File: src/twm_map.svh
// Register offsets, status codes, reset values and timing constants of the two-wire master.
`ifndef TWM_MAP_SVH
`define TWM_MAP_SVH

`define TWM_A_CTRL 2'h0
`define TWM_A_STAT 2'h1
`define TWM_A_DATA 2'h2

`define TWM_ST_START 8'h08
`define TWM_ST_RSTART 8'h10
`define TWM_ST_WA_ACK 8'h18
`define TWM_ST_WA_NACK 8'h20
`define TWM_ST_TD_ACK 8'h28
`define TWM_ST_TD_NACK 8'h30
`define TWM_ST_LOST 8'h38
`define TWM_ST_RA_ACK 8'h40
`define TWM_ST_RA_NACK 8'h48
`define TWM_ST_RD_ACK 8'h50
`define TWM_ST_RD_NACK 8'h58
`define TWM_ST_IDLE 8'hF8

`define TWM_RST_CTRL 8'h00
`define TWM_RST_DATA 8'hFF
`define TWM_RST_PRESC 2'h0

`define TWM_BIT_ACK 4'h8
`define TWM_PH_LAST 2'h3

`define TWM_CLK_NS 10
`define TWM_QTR_NS 2500

`endif

File: src/twm_pkg.sv
// Types shared by the two-wire master receiver files.
package twm_pkg;

    typedef enum logic [5:0] {
        S_IDLE = 6'h01,
        S_WAIT = 6'h02,
        S_START = 6'h04,
        S_BIT = 6'h08,
        S_STOP = 6'h10,
        S_HOLD = 6'h20
    } twm_state_t;

    typedef struct packed {
        logic flag;
        logic ack_en;
        logic sta;
        logic sto;
        logic wcol;
        logic en;
        logic rsv;
        logic ie;
    } twm_ctrl_t;

    typedef struct packed {
        logic scl;
        logic sda;
    } twm_line_t;

    typedef struct packed {
        logic scl_o;
        logic scl_oe;
        logic sda_o;
        logic sda_oe;
    } twm_pins_t;

endpackage

File: src/twm_master_rx.sv
// Two-wire master receiver: register port, bus monitor and bit engine.
//
// Summary of operation
// - Every master transfer begins with a START.
// - Address read bit selects receive, write transmit.
// - START goes out only on a free bus, except a repeated START.
// - After START, flag sets, status 0x08.
// - After address acknowledge, status 0x38/0x40/0x48.
// - Received byte readable while flag is set.
// - Repeated START gives status 0x10, keeps bus.
// - At 0x08/0x10 loaded address byte is sent.
// - 0x38: release bus, or START when free.
// - At 0x40, receive byte, ack per enable.
// - At 0x48: restart, STOP, or STOP then START.
// - At 0x50, receive next byte, ack per enable.
// - At 0x58: restart, STOP, or STOP then START.
// - Hardware clears stop bit after STOP sent.
`timescale 1ns/1ns
`include "twm_map.svh"
module twm_master_rx #(
    parameter int QTR_CYC = (`TWM_QTR_NS + `TWM_CLK_NS - 1) / `TWM_CLK_NS
) (
    input wire logic mclk_i,
    input wire logic arst_n_i,
    input wire logic [1:0] addr_i,
    input wire logic [7:0] wdata_i,
    input wire logic wr_i,
    input wire logic rd_i,
    output logic [7:0] rdata_o,
    input wire twm_pkg::twm_line_t line_i,
    output twm_pkg::twm_pins_t pins_o
);
    import twm_pkg::*;

    twm_line_t line_s, line_d_r, line_d_nxt;
    logic busy_r, busy_nxt, bus_free;
    twm_state_t st_r, st_nxt;
    logic [1:0] ph_r, ph_nxt, presc_r, presc_nxt;
    logic [3:0] bit_r, bit_nxt;
    logic [7:0] shift_r, shift_nxt, data_r, data_nxt;
    logic [7:0] stat_r, stat_nxt, rdata_r, rdata_nxt;
    twm_ctrl_t ctrl_r, ctrl_nxt, w;
    logic rx_r, rx_nxt, addr_r, addr_nxt, ack_sel_r, ack_sel_nxt;
    logic samp_r, samp_nxt, own_r, own_nxt;
    twm_pins_t pins_r, pins_nxt;
    logic tick, go, drive_bit, restart;

    twm_sync #(.W(2)) u_sync (
        .mclk_i(mclk_i),
        .arst_n_i(arst_n_i),
        .d_i(line_i),
        .q_o(line_s)
    );

    assign restart = st_nxt != st_r;

    twm_tick #(.QTR_CYC(QTR_CYC)) u_tick (
        .mclk_i(mclk_i),
        .arst_n_i(arst_n_i),
        .restart_i(restart),
        .tick_o(tick)
    );

    always_comb begin
        line_d_nxt = line_s;
        busy_nxt = busy_r;
        if (line_s.scl && line_d_r.scl && line_d_r.sda && !line_s.sda) begin
            busy_nxt = 1'b1;
        end else if (line_s.scl && line_d_r.scl && !line_d_r.sda && line_s.sda) begin
            busy_nxt = 1'b0;
        end
    end

    always_ff @(posedge mclk_i or negedge arst_n_i) begin
        if (!arst_n_i) begin
            line_d_r <= '1;
            busy_r <= 1'b0;
        end else begin
            line_d_r <= line_d_nxt;
            busy_r <= busy_nxt;
        end
    end

    assign bus_free = !busy_r && line_s.scl && line_s.sda;
    // Bits the master itself sends can be overridden by another master where it leaves them high.
    assign drive_bit = (bit_r != `TWM_BIT_ACK) ? (!rx_r || addr_r) : (rx_r && !addr_r);

    always_comb begin
        w = twm_ctrl_t'(wdata_i);
        go = wr_i && addr_i == `TWM_A_CTRL && w.flag;
        ctrl_nxt = ctrl_r;
        stat_nxt = stat_r;
        presc_nxt = presc_r;
        data_nxt = data_r;
        st_nxt = st_r;
        ph_nxt = ph_r;
        bit_nxt = bit_r;
        shift_nxt = shift_r;
        rx_nxt = rx_r;
        addr_nxt = addr_r;
        ack_sel_nxt = ack_sel_r;
        samp_nxt = samp_r;
        own_nxt = own_r;
        pins_nxt = pins_r;
        rdata_nxt = 8'h00;
        if (rd_i) begin
            case (addr_i)
                `TWM_A_CTRL: rdata_nxt = ctrl_r;
                `TWM_A_STAT: rdata_nxt = {stat_r[7:3], 1'b0, presc_r};
                `TWM_A_DATA: rdata_nxt = data_r;
                default: rdata_nxt = 8'h00;
            endcase
        end
        if (wr_i) begin
            case (addr_i)
                `TWM_A_CTRL: begin
                    ctrl_nxt.ack_en = w.ack_en;
                    ctrl_nxt.sta = w.sta;
                    ctrl_nxt.sto = w.sto;
                    ctrl_nxt.en = w.en;
                    ctrl_nxt.ie = w.ie;
                    if (w.flag) begin
                        ctrl_nxt.flag = 1'b0;
                        stat_nxt = `TWM_ST_IDLE;
                    end
                end
                `TWM_A_STAT: presc_nxt = wdata_i[1:0];
                `TWM_A_DATA: begin
                    // A write while the engine owns the data register is refused.
                    if (ctrl_r.flag) begin
                        data_nxt = wdata_i;
                        ctrl_nxt.wcol = 1'b0;
                    end else begin
                        ctrl_nxt.wcol = 1'b1;
                    end
                end
                default: ;
            endcase
        end
        if (!ctrl_r.en && !(go && w.en)) begin
            st_nxt = S_IDLE;
            own_nxt = 1'b0;
            pins_nxt.scl_oe = 1'b0;
            pins_nxt.sda_oe = 1'b0;
        end else begin
            unique case (st_r)
                S_IDLE: begin
                    if (go && w.sta) begin
                        st_nxt = S_WAIT;
                        own_nxt = 1'b0;
                    end
                end
                S_WAIT: begin
                    if (bus_free) begin
                        st_nxt = S_START;
                        ph_nxt = 2'h0;
                    end
                end
                S_START: begin
                    if (tick) begin
                        ph_nxt = ph_r + 2'h1;
                        case (ph_r)
                            2'h0: pins_nxt.sda_oe = 1'b0;
                            2'h1: pins_nxt.scl_oe = 1'b0;
                            2'h2: pins_nxt.sda_oe = 1'b1;
                            default: begin
                                pins_nxt.scl_oe = 1'b1;
                                ctrl_nxt.flag = 1'b1;
                                stat_nxt = own_r ? `TWM_ST_RSTART : `TWM_ST_START;
                                own_nxt = 1'b1;
                                st_nxt = S_HOLD;
                            end
                        endcase
                    end
                end
                S_HOLD: begin
                    if (go) begin
                        ph_nxt = 2'h0;
                        bit_nxt = 4'h0;
                        case (stat_r)
                            `TWM_ST_START, `TWM_ST_RSTART: begin
                                shift_nxt = data_r;
                                rx_nxt = data_r[0];
                                addr_nxt = 1'b1;
                                st_nxt = S_BIT;
                            end
                            `TWM_ST_RA_ACK, `TWM_ST_RD_ACK: begin
                                rx_nxt = 1'b1;
                                addr_nxt = 1'b0;
                                ack_sel_nxt = w.ack_en;
                                st_nxt = S_BIT;
                            end
                            `TWM_ST_LOST: begin
                                own_nxt = 1'b0;
                                st_nxt = w.sta ? S_WAIT : S_IDLE;
                            end
                            default: begin
                                if (w.sto) begin
                                    st_nxt = S_STOP;
                                end else if (w.sta) begin
                                    st_nxt = S_START;
                                end else if (!rx_r) begin
                                    shift_nxt = data_r;
                                    addr_nxt = 1'b0;
                                    st_nxt = S_BIT;
                                end
                            end
                        endcase
                    end
                end
                S_BIT: begin
                    if (tick) begin
                        ph_nxt = ph_r + 2'h1;
                        case (ph_r)
                            2'h0: begin
                                if (bit_r != `TWM_BIT_ACK) begin
                                    pins_nxt.sda_oe = (rx_r && !addr_r) ? 1'b0 : !shift_r[7];
                                end else begin
                                    pins_nxt.sda_oe = (rx_r && !addr_r) ? ack_sel_r : 1'b0;
                                end
                            end
                            2'h1: pins_nxt.scl_oe = 1'b0;
                            2'h2: begin
                                // A slave may stretch the clock; sample only once SCL is high.
                                if (!line_s.scl) begin
                                    ph_nxt = ph_r;
                                end else if (drive_bit && !pins_r.sda_oe && !line_s.sda) begin
                                    pins_nxt.scl_oe = 1'b0;
                                    pins_nxt.sda_oe = 1'b0;
                                    ctrl_nxt.flag = 1'b1;
                                    stat_nxt = `TWM_ST_LOST;
                                    own_nxt = 1'b0;
                                    st_nxt = S_HOLD;
                                end else if (bit_r != `TWM_BIT_ACK) begin
                                    shift_nxt = {shift_r[6:0], line_s.sda};
                                end else begin
                                    samp_nxt = line_s.sda;
                                end
                            end
                            default: begin
                                pins_nxt.scl_oe = 1'b1;
                                bit_nxt = bit_r + 4'h1;
                                if (bit_r == `TWM_BIT_ACK) begin
                                    ctrl_nxt.flag = 1'b1;
                                    st_nxt = S_HOLD;
                                    if (addr_r && rx_r) begin
                                        stat_nxt = samp_r ? `TWM_ST_RA_NACK : `TWM_ST_RA_ACK;
                                    end else if (addr_r) begin
                                        stat_nxt = samp_r ? `TWM_ST_WA_NACK : `TWM_ST_WA_ACK;
                                    end else if (rx_r) begin
                                        data_nxt = shift_r;
                                        stat_nxt = ack_sel_r ? `TWM_ST_RD_ACK : `TWM_ST_RD_NACK;
                                    end else begin
                                        stat_nxt = samp_r ? `TWM_ST_TD_NACK : `TWM_ST_TD_ACK;
                                    end
                                end
                            end
                        endcase
                    end
                end
                S_STOP: begin
                    if (tick) begin
                        ph_nxt = ph_r + 2'h1;
                        case (ph_r)
                            2'h0: pins_nxt.sda_oe = 1'b1;
                            2'h1: pins_nxt.scl_oe = 1'b0;
                            2'h2: pins_nxt.sda_oe = 1'b0;
                            default: begin
                                ctrl_nxt.sto = 1'b0;
                                own_nxt = 1'b0;
                                stat_nxt = `TWM_ST_IDLE;
                                st_nxt = ctrl_r.sta ? S_WAIT : S_IDLE;
                            end
                        endcase
                    end
                end
            endcase
        end
    end

    always_ff @(posedge mclk_i or negedge arst_n_i) begin
        if (!arst_n_i) begin
            ctrl_r <= twm_ctrl_t'(`TWM_RST_CTRL);
            stat_r <= `TWM_ST_IDLE;
            presc_r <= `TWM_RST_PRESC;
            data_r <= `TWM_RST_DATA;
            st_r <= S_IDLE;
            ph_r <= 2'h0;
            bit_r <= 4'h0;
            shift_r <= 8'h00;
            rx_r <= 1'b0;
            addr_r <= 1'b0;
            ack_sel_r <= 1'b0;
            samp_r <= 1'b1;
            own_r <= 1'b0;
            pins_r <= '0;
            rdata_r <= 8'h00;
        end else begin
            ctrl_r <= ctrl_nxt;
            stat_r <= stat_nxt;
            presc_r <= presc_nxt;
            data_r <= data_nxt;
            st_r <= st_nxt;
            ph_r <= ph_nxt;
            bit_r <= bit_nxt;
            shift_r <= shift_nxt;
            rx_r <= rx_nxt;
            addr_r <= addr_nxt;
            ack_sel_r <= ack_sel_nxt;
            samp_r <= samp_nxt;
            own_r <= own_nxt;
            pins_r <= pins_nxt;
            rdata_r <= rdata_nxt;
        end
    end

    assign rdata_o = rdata_r;
    assign pins_o = pins_r;
endmodule

File: src/twm_sync.sv
// Two-flop synchroniser for the sampled bus lines.
`timescale 1ns/1ns
module twm_sync #(
    parameter int W = 2
) (
    input wire logic mclk_i,
    input wire logic arst_n_i,
    input wire logic [W-1:0] d_i,
    output logic [W-1:0] q_o
);
    logic [W-1:0] meta_r;
    logic [W-1:0] q_r;

    // Resets to ones because an idle open-drain bus reads high.
    always_ff @(posedge mclk_i or negedge arst_n_i) begin
        if (!arst_n_i) begin
            meta_r <= '1;
            q_r <= '1;
        end else begin
            meta_r <= d_i;
            q_r <= meta_r;
        end
    end

    assign q_o = q_r;
endmodule

File: src/twm_tick.sv
// Quarter-bit tick generator that paces every bus phase.
`timescale 1ns/1ns
`include "twm_map.svh"
module twm_tick #(
    parameter int QTR_CYC = (`TWM_QTR_NS + `TWM_CLK_NS - 1) / `TWM_CLK_NS
) (
    input wire logic mclk_i,
    input wire logic arst_n_i,
    input wire logic restart_i,
    output logic tick_o
);
    localparam int CW = $clog2(QTR_CYC + 1);
    logic [CW-1:0] cnt_r, cnt_nxt;
    logic tick_r, tick_nxt;

    // Restart realigns the phase grid whenever the engine changes state.
    always_comb begin
        cnt_nxt = cnt_r + 1'b1;
        tick_nxt = 1'b0;
        if (restart_i) begin
            cnt_nxt = '0;
        end else if (cnt_r == CW'(QTR_CYC - 1)) begin
            cnt_nxt = '0;
            tick_nxt = 1'b1;
        end
    end

    always_ff @(posedge mclk_i or negedge arst_n_i) begin
        if (!arst_n_i) begin
            cnt_r <= '0;
            tick_r <= 1'b0;
        end else begin
            cnt_r <= cnt_nxt;
            tick_r <= tick_nxt;
        end
    end

    assign tick_o = tick_r;
endmodule
File: config.mk
export PLATFORM = sky130hd
export DESIGN_NAME = twm_master_rx
export DESIGN_NICKNAME = d
export VERILOG_FILES = /design/src/twm_pkg.sv /design/src/twm_master_rx.sv /design/src/twm_sync.sv /design/src/twm_tick.sv
export VERILOG_INCLUDE_DIRS = /design/src
export SDC_FILE = /design/constraint.sdc
export NUM_CORES = 1
export LEC_CHECK = 0
export ABC_CLOCK_PERIOD_IN_PS = 6150
export BUFFER_PORTS_ARGS = -buffer_cell sky130_fd_sc_hd__buf_2
export CORE_ASPECT_RATIO = 1.1
export CORE_MARGIN = 4
export CORE_UTILIZATION = 55
export DETAILED_ROUTE_END_ITERATION = 16
export MAX_ROUTING_LAYER = met4
export PLACE_DENSITY = 0.76
export SLEW_MARGIN = 40
export SYNTH_ARGS = -nofsm -noshare
export SYNTH_HDL_FRONTEND = slang
export SYNTH_HIERARCHICAL = 1
export SYNTH_SLANG_ARGS = --single-unit
File: constraint.sdc
create_clock -name mclk_i -period 6.15 [get_ports mclk_i]
set_input_delay 0.3075 -clock mclk_i [delete_from_list [all_inputs] [get_ports mclk_i]]
set_output_delay 0.3075 -clock mclk_i [all_outputs]
set_load 0.01 [all_outputs]
==> results.sh, run 1 <==
export IMPL_drtPass1Iterations=5
export IMPL_cts_tree="yes"
export IMPL_die_w_um=94.0
export IMPL_fin_tns_setup_ns=0
export IMPL_cts_path_max_buffers=2
export IMPL_drive_above_1_share_pct=17.3
export IMPL_cts_buffers=9
export IMPL_antenna_found_initial=0
export IMPL_yosysUniqueCellTypes=65
export IMPL_cp_slowest_cell="and4_1"
export IMPL_synth_common_cells="nand2_1, dfrtp_1, nor2_1"
export IMPL_cts_root_buf="clkbuf_8"
export IMPL_crit_buf_inv=0
export IMPL_die_area_um2=9650
export IMPL_power_leakage_uw=0.00221
export IMPL_power_density_nw_per_um2=234
export IMPL_finalNetCount=533
export IMPL_grt_pass1_wl_um=18100
export IMPL_synthFlopType="dfrtp_1"
export IMPL_path_max_fanout=16
export IMPL_slew_limit_headroom_pct=53.7
export IMPL_grtUsageTotal_pct=24.8
export IMPL_insertion_delay_ns=0.36
export IMPL_num_io_pins=28
export IMPL_final_fill_count=690
export IMPL_core_um2=7910
export IMPL_finalCritPeriodShare_pct=57.2
export IMPL_yosys_cell_count_top_type="nand2_1"
export IMPL_route_antenna_remaining_nets=0
export IMPL_n_antenna_cell=0
export IMPL_slew_viol_final=0
export IMPL_slowest_delay_ns=0.64
export IMPL_ys_ff_latch=76
export IMPL_vias=3774
export IMPL_postSynthCellCount=497
export IMPL_row_count=34
export IMPL_synth_top_area_share_pct=30.7
export IMPL_period_needed_ns=3.52
export IMPL_yosysWarnings=6
export IMPL_drt_iter0_markers=630
export IMPL_drt_wl_total_um=11000
export IMPL_synthTopCellsByArea="dfrtp_1, dfstp_2, nand2_1, mux2_2, nor2_1"
export IMPL_status="complete, no violations"
export IMPL_hold_viol=0
export IMPL_dp_hpwl_um=7880
export IMPL_path_common_cell="nor2_1"
export IMPL_viasPerCell=6.07
export IMPL_crit_path_end_kind="flop"
export IMPL_critPathLaunchType="flop"
export IMPL_post_route_drc_count=0
export IMPL_cp_cell_sequence="nor2_1, and4_1, and2_0, o21ai_1, and4b_1, mux2_2, or4_1, o21bai_1, nor2_1"
export IMPL_initial_core_util_pct=56.6
export IMPL_synth_top_cell_by_area="dfrtp_1"
export IMPL_port_buffers=25
export IMPL_crit_family="simple AND/OR/NAND/NOR gates"
export IMPL_grt_pass1_vias=3495
export IMPL_placed_cells=604
export IMPL_synth_area_um2=4480
export IMPL_grt_overflow_total=0
export IMPL_worstPathArrival_ns=3.81
export IMPL_drv_cap=0
export IMPL_min_path_type="in -> reg"
export IMPL_seq_area_frac_synth_pct=43.1
export IMPL_async_flop_share_pct=100
export IMPL_dpl_instance_area_um2=4620
export IMPL_synth_edf_count=0
export IMPL_syn_to_final_growth_pct=8.16
export IMPL_instances_no_fill=622
export IMPL_die_y_um=103
export IMPL_finalClockSkew_ns=0.0139
export IMPL_path_class="reg -> reg"
export IMPL_setup_viol=0
export IMPL_max_freq_mhz=284
export IMPL_cts_sinks=76
export IMPL_rsz0062_at_grt="false"
export IMPL_cts_max_level=3
export IMPL_grt_max_degree=77
export IMPL_ir_drop_v=0.000176
export IMPL_crit_required_ns=6.44
export IMPL_worstMarginPinSlew_ns=0.695
export IMPL_place_gp_congestion=1.04
export IMPL_final_area_um2=4840
export IMPL_routedWlPerCell_um=17.7
export IMPL_syn_area_per_cell_um2=9.01
export IMPL_clk_pin_slew_ns=0.09
## metrics by stage
| stage | util [%] | total power (uW) | hold WS, ns | setup WS [ns] |
|---|---|---|---|---|
| after CTS | 61.1 | 1140 | 0.0257 | 2.40 |
| after floorplan | - | 683 | 0.0119 | 3.27 |
| final | 61.2 | 1130 | 0.0387 | 2.63 |
| after global placement | 58.3 | 731 | 0.348 | 2.49 |
| after global routing | 61.2 | 1180 | 0.0220 | 2.43 |
| after detailed placement | 58.3 | 736 | 0.348 | 2.43 |
## worst paths after layout
check / from / end / slack (ns) / cells past startpoint
max reg2reg: st_r[5] / u_tick/cnt_r[4] / 2.63 / 9
min in group asynchronous: arst_n_i / u_tick/cnt_r[1] / 0.50 / 2
max: st_r[5] / u_tick/cnt_r[4] / 2.63 / 9
min reg2reg: u_sync/meta_r[0] / u_sync/q_o[0] / 0.35 / 0
min: line_i[1] / u_sync/meta_r[1] / 0.04 / 1
max in group asynchronous: arst_n_i / rx_r / 5.14 / 2
## power by group
group	internal (uW)	leakage, uW	switching, uW
clock	202	0.000103	202
combinational	59.2	0.00118	84.2
sequential	543	0.000930	41.7
total	804	0.00221	328
## area by class of cell
| cell class | instances | area (um^2) | share of cell area, % |
|---|---|---|---|
| Clock buffer | 10 | 138 | 2.84 |
| Tap cell | 108 | 135 | 2.79 |
| Inverter | 12 | 45.0 | 0.930 |
| Clock inverter | 6 | 68.8 | 1.42 |
| Multi-Input combinational cell | 383 | 2380 | 49.1 |
| Sequential cell | 76 | 1930 | 39.8 |
| Timing Repair Buffer | 27 | 153 | 3.15 |
## cells in the final DEF (no fill, tap or decap), types with 8 or more instances in the layout
| cell | netlist | final |
|---|---|---|
| a21oi_1 | 23 | 23 |
| a31oi_1 | 11 | 11 |
| and2_1 | 10 | 10 |
| buf_2 | 7 | 24 |
| clkbuf_8 | 0 | 10 |
| dfrtp_1 | 55 | 55 |
| dfstp_2 | 21 | 21 |
| ha_1 | 8 | 8 |
| inv_1 | 12 | 12 |
| mux2_2 | 18 | 18 |
| mux2i_1 | 17 | 17 |
| nand2_1 | 64 | 64 |
| nand3_1 | 17 | 17 |
| nor2_1 | 47 | 47 |
| nor2b_1 | 8 | 8 |
| nor3_1 | 17 | 17 |
| o21ai_0 | 32 | 32 |
| or3_1 | 9 | 9 |
## per-layer routing
metal	track usage [%]	routed length (um)	up-vias
met5	-	0	-
met4	8.11	224	0
met3	4.01	692	20
met2	36.3	4880	151
met1	35.4	5230	1800
li1	-	-	1803
## registers in the layout, indices dropped and copies added, names as in the netlist
register,count
samp_r,1
ctrl_r,7
data_r,8
ack_sel_r,1
busy_r,1
st_r,6
bit_r,4
u_sync/meta_r,2
u_tick/tick_o,1
addr_r,1
rx_r,1
presc_r,2
own_r,1
line_d_r,2
u_sync/q_o,2
shift_r,8
u_tick/cnt_r,8
stat_r,8
rdata_o,8
pins_o,2
ph_r,2
## cells by family (layout without fill, tap and decap cells)
kind of cell	Yosys count	in the layout	share of synthesized area [%]
muxes	35	35	8.33
adders and majority gates	8	8	2.24
buffers and inverters	39	55	3.97
DFF	76	76	43.1
and+or+nand+nor	217	217	24.9
xor gates and xnor gates	11	11	2.15
other	1	2	0.0837
AOI/OAI and AO/OA	110	110	15.3
## timing repair
action / CTS / global route
resized for setup: 0 / 0
buffers inserted: 0 / 0
hold buffers: 1 / 0
endpoints found under the hold margin: 34 / 0
No activity file was read; power rests on OpenSTA's default activity.
==> inputs of run 2 (changes only) <==
--- a/config.mk
+++ b/config.mk
@@ -6,14 +6,14 @@
 export SDC_FILE = /design/constraint.sdc
 export NUM_CORES = 1
 export LEC_CHECK = 0
-export ABC_CLOCK_PERIOD_IN_PS = 6150
+export ABC_CLOCK_PERIOD_IN_PS = 2960
 export BUFFER_PORTS_ARGS = -buffer_cell sky130_fd_sc_hd__buf_2
 export CORE_ASPECT_RATIO = 1.1
 export CORE_MARGIN = 4
 export CORE_UTILIZATION = 55
 export DETAILED_ROUTE_END_ITERATION = 16
 export MAX_ROUTING_LAYER = met4
-export PLACE_DENSITY = 0.76
+export PLACE_DENSITY = 0.79
 export SLEW_MARGIN = 40
 export SYNTH_ARGS = -nofsm -noshare
 export SYNTH_HDL_FRONTEND = slang
==> constraint.sdc (replaced) <==
create_clock -name mclk_i -period 2.96 [get_ports mclk_i]
set_input_delay 0.148 -clock mclk_i [delete_from_list [all_inputs] [get_ports mclk_i]]
set_output_delay 0.148 -clock mclk_i [all_outputs]
set_load 0.01 [all_outputs]
==> results.sh, run 2 (synthesized netlist as in run 1, its figures left out) <==
export IMPL_status="complete, no violations"
export IMPL_grt_pass1_wl_um=20200
export IMPL_grtUsageTotal_pct=28.0
export IMPL_row_count=34
export IMPL_grt_pass1_vias=3996
export IMPL_r2r_cells=11
export IMPL_n_antenna_cell=0
export IMPL_worstMarginPinSlew_ns=0.678
export IMPL_num_io_pins=28
export IMPL_setup_ws_ns=0.0564
export IMPL_power_leakage_uw=0.00251
export IMPL_dp_hpwl_um=9100
export IMPL_placed_cells=650
export IMPL_viasPerCell=6.11
export IMPL_finalCritPeriodShare_pct=98.1
export IMPL_die_w_um=94.0
export IMPL_drv_cap=0
export IMPL_initial_core_util_pct=56.6
export IMPL_crit_required_ns=3.25
export IMPL_rsz0062_at_grt="true"
export IMPL_core_um2=7910
export IMPL_antenna_found_initial=0
export IMPL_insertion_delay_ns=0.36
export IMPL_path_max_fanout=5
export IMPL_route_antenna_remaining_nets=0
export IMPL_finalNetCount=585
export IMPL_critPathLaunch="bit_r[0]"
export IMPL_slew_limit_headroom_pct=54.8
export IMPL_max_freq_mhz=344
export IMPL_crit_path_end_kind="flop"
export IMPL_r2r_end="u_tick/cnt_r[1]"
export IMPL_drt_iter0_markers=364
export IMPL_setup_viol=0
export IMPL_port_buffers=25
export IMPL_final_core_util_pct=67.5
export IMPL_worstPathArrival_ns=3.20
export IMPL_post_route_drc_count=0
export IMPL_hold_viol=0
export IMPL_hold_end="presc_r[1]"
export IMPL_pre_cts_ws_ns=-0.0231
export IMPL_place_gp_congestion=1.04
export IMPL_die_area_um2=9650
export IMPL_grt_max_degree=77
export IMPL_dpl_instance_area_um2=4960
export IMPL_r2r_start="bit_r[0]"
export IMPL_fin_tns_setup_ns=0
export IMPL_path_class="reg -> reg"
export IMPL_final_fill_count=639
export IMPL_cts_buffers=9
export IMPL_cts_root_buf="clkbuf_8"
export IMPL_cts_path_max_buffers=2
export IMPL_clk_pin_slew_ns=0.09
export IMPL_cts_sinks=76
export IMPL_grt_overflow_total=0
export IMPL_vias=4119
export IMPL_instances_no_fill=674
export IMPL_worstHoldStart="wdata_i[1]"
export IMPL_drive_above_1_share_pct=26.9
export IMPL_slew_viol_final=0
export IMPL_layout_common_cells="nand2_1, dfrtp_1, buf_4"
export IMPL_critPathLaunchType="flop"
export IMPL_drt_wl_total_um=12600
export IMPL_cts_max_level=3
export IMPL_drtPass1Iterations=5
export IMPL_reg2reg_slack_ns=0.06
export IMPL_ir_drop_v=0.000289
export IMPL_min_path_type="in -> reg"
export IMPL_final_area_um2=5340
export IMPL_routedWlPerCell_um=18.7
export IMPL_hold_path_depth=2
export IMPL_power_density_nw_per_um2=470
export IMPL_syn_to_final_growth_pct=19.3
export IMPL_layout_commonest_cell="nand2_1"
export IMPL_cts_tree="yes"
export IMPL_die_y_um=103
export IMPL_period_needed_ns=2.90
export IMPL_finalClockSkew_ns=0.0146
run 2: cell types whose count changed in the layout (fill, tap and decap cells not counted), sizes merged:
cell | before | now
buf | 26 | 76
bufinv | 1 | 2
clkinv | 2 | 1
dlygate4sd3 | 1 | 3
run 2: per-stage QoR:
stage | total power, uW | hold slack (ns)
after floorplan | 1420 | -0.148
after global placement | 1540 | 0.254
after detailed placement | 1560 | 0.212
after CTS | 2500 | 0.0389
after global routing | 2610 | 0.0543
final | 2510 | 0.0378
run 2: area by class of cell:
class / count / area (um^2) / area share (%)
clock buffers: 10 / 138 / 2.58
clock inverters: 6 / 93.8 / 1.76
inverters: 12 / 45.0 / 0.843
multi-input cells: 383 / 2450 / 45.9
flip-flops and latches: 76 / 1930 / 36.1
well taps: 108 / 135 / 2.53
repair buffers: 79 / 548 / 10.3
run 2: worst max path at each step:
stage                            endpoint  slack [ns]  cells past startpoint
final                     u_tick/cnt_r[1]        0.06                     11
after global routing      u_tick/cnt_r[3]        -0.1                     11
after global placement    u_tick/cnt_r[4]        0.06                      9
after detailed placement  u_tick/cnt_r[4]       -0.02                     11
after CTS                 u_tick/cnt_r[4]        0.01                     10
after floorplan           u_tick/cnt_r[2]        0.08                     12
run 2: where the power goes:
part	internal (uW)	switching, uW	total, uW
registers	1130	84.6	1210
logic	160	200	361
clock network	506	432	937
run 2: critical path, cell delays in order, from the launching register on:
cell      delay, ns
dfrtp_1        0.42
inv_2          0.10
ha_4           0.13
nand3b_1       0.14
xnor2_2        0.19
nor4b_2        0.35
o21ai_1        0.12
and4b_1        0.22
mux2_4         0.31
or4_4          0.54
o21bai_4       0.21
nor2_1         0.10
run 2: timing repair:
| action | in CTS | in global routing |
|---|---|---|
| hold endpoints to repair | 57 | 0 |
| gates resized for setup | 5 | 14 |
| buffers inserted | 0 | 5 |
| hold buffers | 3 | 0 |
| pin swaps | 1 | 11 |
| endpoints found under the setup margin | 5 | 8 |
run 2: per-layer routing:
metal | vias to the layer above | GRT usage [%] | part of all wire (%)
met5 | - | - | 0
li1 | 1896 | - | -
met2 | 147 | 42.5 | 48
met3 | 30 | 4.09 | 5.5
met1 | 2046 | 37.6 | 44
met4 | 0 | 12.1 | 2.5
